## config.mk

```make
export PLATFORM = sky130hd
export DESIGN_NAME = branch_exec
export DESIGN_NICKNAME = d
export VERILOG_FILES = /design/src/rtl/branch_pkg.sv /design/src/rtl/branch_decode.sv /design/src/rtl/branch_exec.sv
export VERILOG_INCLUDE_DIRS = /design/src /design/src/rtl
export SDC_FILE = /design/constraint.sdc
export NUM_CORES = 1
export LEC_CHECK = 0
export BUFFER_PORTS_ARGS = -buffer_cell sky130_fd_sc_hd__clkbuf_2
export CORE_MARGIN = 2
export CORE_UTILIZATION = 45
export DETAILED_ROUTE_END_ITERATION = 7
export PLACE_DENSITY_LB_ADDON = 0.08
export SLEW_MARGIN = 40
export SYNTH_ARGS = -nofsm -noshare
export SYNTH_HDL_FRONTEND = slang
export SYNTH_SLANG_ARGS = --single-unit
```

## constraint.sdc

```tcl
create_clock -name clk_i -period 8.4 [get_ports clk_i]
set_clock_uncertainty 0.05 [all_clocks]
set_input_delay 0.84 -clock clk_i [delete_from_list [all_inputs] [get_ports clk_i]]
set_output_delay 0.84 -clock clk_i [all_outputs]
set_load 0.1 [all_outputs]
```

## src/rtl/branch_cfg.svh

```systemverilog
/*
 Constants for the conditional relative-branch unit: opcode patterns,
 last phase number, program counter width, reset value and step.
 Assumes every file that uses these constants includes it by bare name.
*/
`ifndef BRANCH_CFG_SVH
`define BRANCH_CFG_SVH
`define BRANCH_NOT_ZERO_OP     8'hE1
`define BRANCH_NO_OVERFLOW_OP  8'hE5
`define PC_W           21
`define PC_RST         21'h000000
`define PC_STEP        21'h000002
`define PHASE_LAST     2'h3
`endif

```

## src/rtl/branch_pkg.sv

```systemverilog
/*
 Types shared by the branch unit: phase numbering, decoded instruction
 and the unit's state. Assumes branch_cfg.svh is visible to users.
*/
`include "branch_cfg.svh"
package branch_pkg;
   typedef enum logic [1:0] {PH_Q1, PH_Q2, PH_Q3, PH_Q4} phase_t;
   typedef enum {ST_EXEC, ST_FLUSH} exec_t;
   typedef struct packed {
      logic             is_branch;
      logic             taken;
      logic [`PC_W-1:0] target;
   } decode_t;
   typedef struct packed {
      exec_t            st;
      logic [1:0]       phase;
      logic [`PC_W-1:0] pc;
      logic [`PC_W-1:0] own_addr;
      logic [7:0]       offset;
      logic             jump;
      logic             flush;
      logic             pc_wr;
      logic             branch_seen;
   } core_state_t;
endpackage

```

## src/rtl/branch_decode.sv

```systemverilog
/*
 Combinational decode of the two conditional branches.
 Assumes flags come from the status register on the same clock.
*/
`timescale 1ns/1ps
`default_nettype none
`include "branch_cfg.svh"
module branch_decode (
   input  wire logic [15:0]         instr_i,
   input  wire logic [`PC_W-1:0]    addr_i,
   input  wire logic                zero_i,
   input  wire logic                ovf_i,
   output branch_pkg::decode_t      dec_o
);
   function automatic logic [`PC_W-1:0] rel_target(input logic [`PC_W-1:0] a, input logic [7:0] n);
      logic [`PC_W-1:0] ext;
      ext = {{(`PC_W-9){n[7]}}, n, 1'b0};
      return a + `PC_STEP + ext;
   endfunction

   logic is_nz;
   logic is_nov;
   assign is_nz  = instr_i[15:8] == `BRANCH_NOT_ZERO_OP;
   assign is_nov = instr_i[15:8] == `BRANCH_NO_OVERFLOW_OP;
   always_comb begin
      dec_o.is_branch = is_nz | is_nov;
      dec_o.taken     = (is_nz & ~zero_i) | (is_nov & ~ovf_i);
      dec_o.target    = rel_target(addr_i, instr_i[7:0]);
   end
endmodule
`default_nettype wire

```

## src/rtl/branch_exec.sv

```systemverilog
/*
 Four-phase execute stage for the two conditional relative branches.
 Assumes the fetch stage presents the instruction word before Q1 of each
 instruction cycle and holds it through Q4. Other opcodes just advance the
 program counter by one word. Status flags are inputs only.
 A low clock enable stalls every phase, so the fetch stage must keep the
 instruction word and flags steady across a stall.
*/
`timescale 1ns/1ps
`default_nettype none
`include "branch_cfg.svh"
module branch_exec (
   input  wire logic              clk_i,
   input  wire logic              rstn_i,
   input  wire logic              en_i,
   input  wire logic [15:0]       instr_i,
   input  wire logic              zero_i,
   input  wire logic              ovf_i,
   output logic [`PC_W-1:0]       pc_o,
   output logic [1:0]             phase_o,
   output logic                   flush_o,
   output logic                   pc_wr_o,
   output logic                   branch_o
);
   branch_pkg::core_state_t s_q;
   branch_pkg::core_state_t s_d;
   branch_pkg::decode_t     dec;

   branch_decode u_dec (
      .instr_i (instr_i),
      .addr_i  (s_q.pc),
      .zero_i  (zero_i),
      .ovf_i   (ovf_i),
      .dec_o   (dec)
   );

   // ----------------------------------------
   // Phase sequencer
   // ----------------------------------------
   always_comb begin
      s_d       = s_q;
      s_d.pc_wr = 1'b0;
      s_d.phase = s_q.phase + 2'h1;
      unique case (s_q.st)
         branch_pkg::ST_EXEC: begin
            unique case (s_q.phase)
               2'h0: begin
                  // Decode: capture own address and operand
                  s_d.own_addr    = s_q.pc;
                  s_d.offset      = instr_i[7:0];
                  s_d.branch_seen = dec.is_branch;
                  s_d.jump        = dec.taken;
               end
               2'h1, 2'h2: begin
               end
               2'h3: begin
                  s_d.pc_wr = 1'b1;
                  if (s_q.jump) begin
                     // Prefetched word is discarded by the extra cycle
                     s_d.pc    = dec.target;
                     s_d.st    = branch_pkg::ST_FLUSH;
                     s_d.flush = 1'b1;
                  end else begin
                     s_d.pc = s_q.pc + `PC_STEP;
                  end
               end
            endcase
         end
         branch_pkg::ST_FLUSH: begin
            if (s_q.phase == `PHASE_LAST) begin
               s_d.st    = branch_pkg::ST_EXEC;
               s_d.flush = 1'b0;
               s_d.jump  = 1'b0;
            end
         end
      endcase
   end

   // ----------------------------------------
   // State register
   // ----------------------------------------
   // Flags are sampled only at Q1; nothing here writes them
   always_ff @(posedge clk_i or negedge rstn_i) begin
      if (!rstn_i) begin
         s_q <= '{st:          branch_pkg::ST_EXEC,
                  phase:       2'h0,
                  pc:          `PC_RST,
                  own_addr:    `PC_RST,
                  offset:      8'h00,
                  jump:        1'b0,
                  flush:       1'b0,
                  pc_wr:       1'b0,
                  branch_seen: 1'b0};
      end else if (en_i) begin
         s_q <= s_d;
      end
   end

   // ----------------------------------------
   // Outputs
   // ----------------------------------------
   assign pc_o     = s_q.pc;
   assign phase_o  = s_q.phase;
   assign flush_o  = s_q.flush;
   assign pc_wr_o  = s_q.pc_wr;
   assign branch_o = s_q.branch_seen;

   // ----------------------------------------
   // Checks
   // ----------------------------------------
   logic [`PC_W-1:0] exp_tgt;
   assign exp_tgt = s_q.own_addr + `PC_STEP + {{(`PC_W-9){s_q.offset[7]}}, s_q.offset, 1'b0};

   property p_target;
      @(posedge clk_i) disable iff (!rstn_i)
      (en_i && s_q.st == branch_pkg::ST_EXEC && s_q.phase == 2'h3 && s_q.jump) |=> (pc_o == $past(dec.target));
   endproperty
   a_target: assert property (p_target) else $error("taken branch wrong target");

   property p_flush_len;
      @(posedge clk_i) disable iff (!rstn_i)
      ($rose(flush_o) && en_i) ##1 en_i [*3] |-> flush_o ##1 !flush_o;
   endproperty
   a_flush_len: assert property (p_flush_len) else $error("flush cycle wrong length");

   property p_not_taken;
      @(posedge clk_i) disable iff (!rstn_i)
      (en_i && s_q.st == branch_pkg::ST_EXEC && s_q.phase == 2'h3 && !s_q.jump)
         |=> (pc_o == $past(pc_o) + `PC_STEP) && !flush_o;
   endproperty
   a_not_taken: assert property (p_not_taken) else $error("not taken did not advance");

   property p_pc_q4;
      @(posedge clk_i) disable iff (!rstn_i)
      ($past(en_i) && pc_wr_o) |-> $past(s_q.phase) == 2'h3;
   endproperty
   a_pc_q4: assert property (p_pc_q4) else $error("pc written outside Q4");

   property p_nz;
      @(posedge clk_i) disable iff (!rstn_i)
      (en_i && s_q.st == branch_pkg::ST_EXEC && s_q.phase == 2'h0 && instr_i[15:8] == `BRANCH_NOT_ZERO_OP)
         |=> s_q.jump == !$past(zero_i);
   endproperty
   a_nz: assert property (p_nz) else $error("not-zero condition wrong");

   property p_nov;
      @(posedge clk_i) disable iff (!rstn_i)
      (en_i && s_q.st == branch_pkg::ST_EXEC && s_q.phase == 2'h0 && instr_i[15:8] == `BRANCH_NO_OVERFLOW_OP)
         |=> s_q.jump == !$past(ovf_i);
   endproperty
   a_nov: assert property (p_nov) else $error("no-overflow condition wrong");

   property p_other;
      @(posedge clk_i) disable iff (!rstn_i)
      (en_i && s_q.st == branch_pkg::ST_EXEC && s_q.phase == 2'h0 &&
       instr_i[15:8] != `BRANCH_NOT_ZERO_OP && instr_i[15:8] != `BRANCH_NO_OVERFLOW_OP)
         |=> !s_q.jump && !branch_o;
   endproperty
   a_other: assert property (p_other) else $error("non-branch decoded as branch");

   property p_offset;
      @(posedge clk_i) disable iff (!rstn_i)
      (s_q.st == branch_pkg::ST_EXEC && s_q.phase == 2'h3 && s_q.jump) |-> dec.target == exp_tgt;
   endproperty
   a_offset: assert property (p_offset) else $error("offset not doubled and signed");

   property p_phase_step;
      @(posedge clk_i) disable iff (!rstn_i)
      en_i |=> phase_o == $past(phase_o) + 2'h1;
   endproperty
   a_phase_step: assert property (p_phase_step) else $error("phase did not step");

   // A stall must not let a half-done branch slip a phase
   property p_freeze;
      @(posedge clk_i) disable iff (!rstn_i)
      !en_i |=> $stable(s_q);
   endproperty
   a_freeze: assert property (p_freeze) else $error("state moved while stalled");

   property p_pc_hold;
      @(posedge clk_i) disable iff (!rstn_i)
      (en_i && s_q.st == branch_pkg::ST_EXEC && s_q.phase != 2'h3) |=> $stable(pc_o);
   endproperty
   a_pc_hold: assert property (p_pc_hold) else $error("pc moved before Q4");

   property p_jump_flush;
      @(posedge clk_i) disable iff (!rstn_i)
      (en_i && s_q.st == branch_pkg::ST_EXEC && s_q.phase == 2'h3 && s_q.jump) |=> flush_o && pc_wr_o;
   endproperty
   a_jump_flush: assert property (p_jump_flush) else $error("taken branch without flush");

   // The prefetched word is dropped, so nothing may move the PC here
   property p_flush_pc;
      @(posedge clk_i) disable iff (!rstn_i)
      (en_i && flush_o) |=> $stable(pc_o);
   endproperty
   a_flush_pc: assert property (p_flush_pc) else $error("pc moved during flush");

   property p_flush_exit;
      @(posedge clk_i) disable iff (!rstn_i)
      (en_i && flush_o && s_q.phase == `PHASE_LAST)
         |=> !flush_o && s_q.st == branch_pkg::ST_EXEC && s_q.phase == 2'h0;
   endproperty
   a_flush_exit: assert property (p_flush_exit) else $error("flush did not end after Q4");

   property p_branch_flag;
      @(posedge clk_i) disable iff (!rstn_i)
      (en_i && s_q.st == branch_pkg::ST_EXEC && s_q.phase == 2'h0 &&
       (instr_i[15:8] == `BRANCH_NOT_ZERO_OP || instr_i[15:8] == `BRANCH_NO_OVERFLOW_OP)) |=> branch_o;
   endproperty
   a_branch_flag: assert property (p_branch_flag) else $error("branch opcode not flagged");

   // ----------------------------------------
   // Coverage
   // ----------------------------------------
   c_taken: cover property (@(posedge clk_i) disable iff (!rstn_i) $rose(flush_o));
   c_back: cover property (@(posedge clk_i) disable iff (!rstn_i) pc_wr_o && s_q.offset[7] && s_q.flush);
   c_skip: cover property (@(posedge clk_i) disable iff (!rstn_i) pc_wr_o && branch_o && !flush_o);
   c_stall: cover property (@(posedge clk_i) disable iff (!rstn_i) !en_i && pc_wr_o);
   c_wrap: cover property (@(posedge clk_i) disable iff (!rstn_i) pc_wr_o && $past(en_i) && pc_o < $past(pc_o));
endmodule
`default_nettype wire

```

==> results.md <==
- Outcome: complete, no violations
- Hold_buf cts: 0
- Area growth syn-to-layout: 3.96%
- Routed WL per cell: 15.9 um
- CP max stage cell: nor3_1
- WP data required: 8.54 ns
- Post-synth top area cell: dfrtp_1
- Clock buffer count from CTS: 3
- Placed Cells: 461
- Nets@finish: 438
- Clock tree buffer depth: 2
- Post-CTS sizing: 0
- Row cnt: 29
- IO Count: 47
- WL final: 7420 um
- Post-Synthesis Cells: 379
- Cell count of the worst reg-to-reg path: 12
- Setup crit end kind: flop
- Crit path launch type: flop
- Final worst-path cycle share: 50.1%
- Worst Max-Slew Pin Slew: 0.819 ns
- GRT Total Usage: 20.7%
- Vias in the first global route: 2524
- Final hold violation count: 0
- Syn_area_per_cell: 8.00 um^2
- Max-cap violations: 0
- Worst rel slew slack: 45.0%
- DRC viols: 0
- Die area: 7410 um^2
- RSZ-0062 raised after global routing: no
- Clk_lat worst skew: 0.29 ns
- IO Port Bufs: 45
- Initial antenna violation count: 0
- Cells on Worst Hold Path: 1
- Slew Viols, Final: 0
- Fin cells: 465
- Pin count of the biggest net entering global routing: 42
- Sequential element share of the synthesized area: 22.3%
- CP max stage delay: 0.76 ns
- Top-area cell type share of the netlist area: 22.3%
- Core area: 6420 um^2
- GRT Residual Overflow: 0
- Synth cell types: 63
- Wire length of the first global-routing pass: 12400 um
- CTS tree: done
- # Post-CTS Setup Buffers: 0
- Hold Path Class: flop to flop
- Synth warnings: 0
- Mapped Area: 3030 um^2
- Post-layout util: 49.1%
- Setup Crit Path Kind: flop to flop
- H-Tree Depth: 1
- Final instance area: 3150 um^2
- Post-DP HPWL: 5530 um
- 1st-iter DRT viols: 98
- Synth top area cells: dfrtp_1 22%, ha_1 11%, o21ai_0 5.9%
- First drt pass iteration count: 4
- # setup viols final: 0
- #FFs+latches synth: 27
- Final critical-path required period: 4.21 ns
- Post-synth EDFFs: 0
- Clk sink count: 27
- Setup TNS: 0 ns
- Dpl cell area: 3100 um^2
- Share of layout cells above drive strength 1: 16.0%
- Syn Nets: 428
- Fraction of registers with async set/reset: 100%
- Die height: 86.1 um
- Crit path buffers/inverters: 0
- Drt via density: 5.75
- CP Depth: 12
- Clk root buf: clkbuf_8
- Worst Path Max Fanout: 10
- Dominant synthesized flop cell: dfrtp_1
- Max Clk Rate: 238 MHz
- Cell family with most CP delay: simple AND/OR/NAND/NOR gates
- DR vias: 2675
- Post-DRT Antenna Nets: 0
- # diodes: 0
- Clock-pin transition on the worst setup and hold timing paths: 0.11 ns
- DIE WIDTH: 86.1 um
- GP Congestion: 0.841
- CP Cell Sequence: ha_1, nand3_1, nor3_1, and3_1, xor2_1, ha_1, nand2_1, or4b_1, a21oi_1, mux2i_1, nand3_2, xor2_1
- CP arrival: 4.34 ns
- Initial Util: 47.2%
-- cell families (layout without fill, tap and decap cells) --
kind of cell,count (synthesis),count (layout),synth area share [%]
AND/OR/NAND/NOR,120,120,21.1
AO/OA/AOI/OAI,111,111,22.7
other,1,1,0.124
XOR/XNOR,32,32,9.25
flip-flops,27,27,22.3
adder cells (fa/ha/maj),28,28,11.8
buffers and inverters,52,61,10.0
multiplexers,8,8,2.68
-- layout make-up --
class	instances	area (um^2)
fillers	658	3270
flip-flops and latches	27	676
well taps	77	96.3
inverters	11	41.3
clock buffers	3	41.3
multi-input cells	300	2060
repair buffers	46	233
clock inverters	1	7.51
-- sequential cells by signal, summed over array words and instances, names as in the netlist --
name	count
branch_o	1
phase_o	2
pc_o	20
flush_o	1
pc_wr_o	1
s_q	2
-- final timing paths --
path                         start  endpoint  slack [ns]
max in group asynchronous   rstn_i  pc_o[14]        7.29
min                        s_q[56]   flush_o        0.46
max reg2reg                pc_o[1]  pc_o[20]        4.19
max                        pc_o[1]  pc_o[20]        4.19
min in group asynchronous   rstn_i   pc_o[3]        0.53
min reg2reg                s_q[56]   flush_o        0.46
-- per-stage QoR --
step	hold slack [ns]	worst slack [ns]
detailed placement	0.447	4.29
global route	0.502	3.88
global placement	0.442	4.39
floorplan	0.393	4.94
CTS	0.459	4.25
finish	0.459	4.19
-- cells in the mapped netlist, types with 3 or more instances --
library cell  instances
buf_2                 4
a21o_1                4
xnor2_1              14
xor2_1               18
a31oi_1               3
o21ai_0              36
nor3_1                9
nand4_1               9
o21a_1                3
ha_1                 27
nand2_1              33
nand3_1              16
o21bai_1              3
and3_1                5
o211ai_1              3
buf_4                24
dfrtp_1              27
mux2i_1               7
a22oi_1               7
clkbuf_1             11
inv_1                11
nor2_1               26
and2_2                3
a21oi_1              30
-- layout by cell type (no fill, tap or decap), drive strengths merged, types with 14 or more instances in the layout --
cell type,synthesis,routed
a21oi,30,30
clkbuf,11,48
dfrtp,27,27
ha,27,27
nand2,33,33
nand3,18,18
nor2,26,26
o21ai,36,36
xnor2,14,14
xor2,18,18
-- layer usage --
layer	track usage, %	share of wire (%)	vias up
li1	-	-	1372
met1	28.8	49	1228
met2	34.3	45	64
met3	2.60	4.1	11
met4	4.33	1.3	0
met5	0	0	-
Power is not shown: default switching activity piles up to over one toggle a cycle in this logic, so the estimate is an artifact.
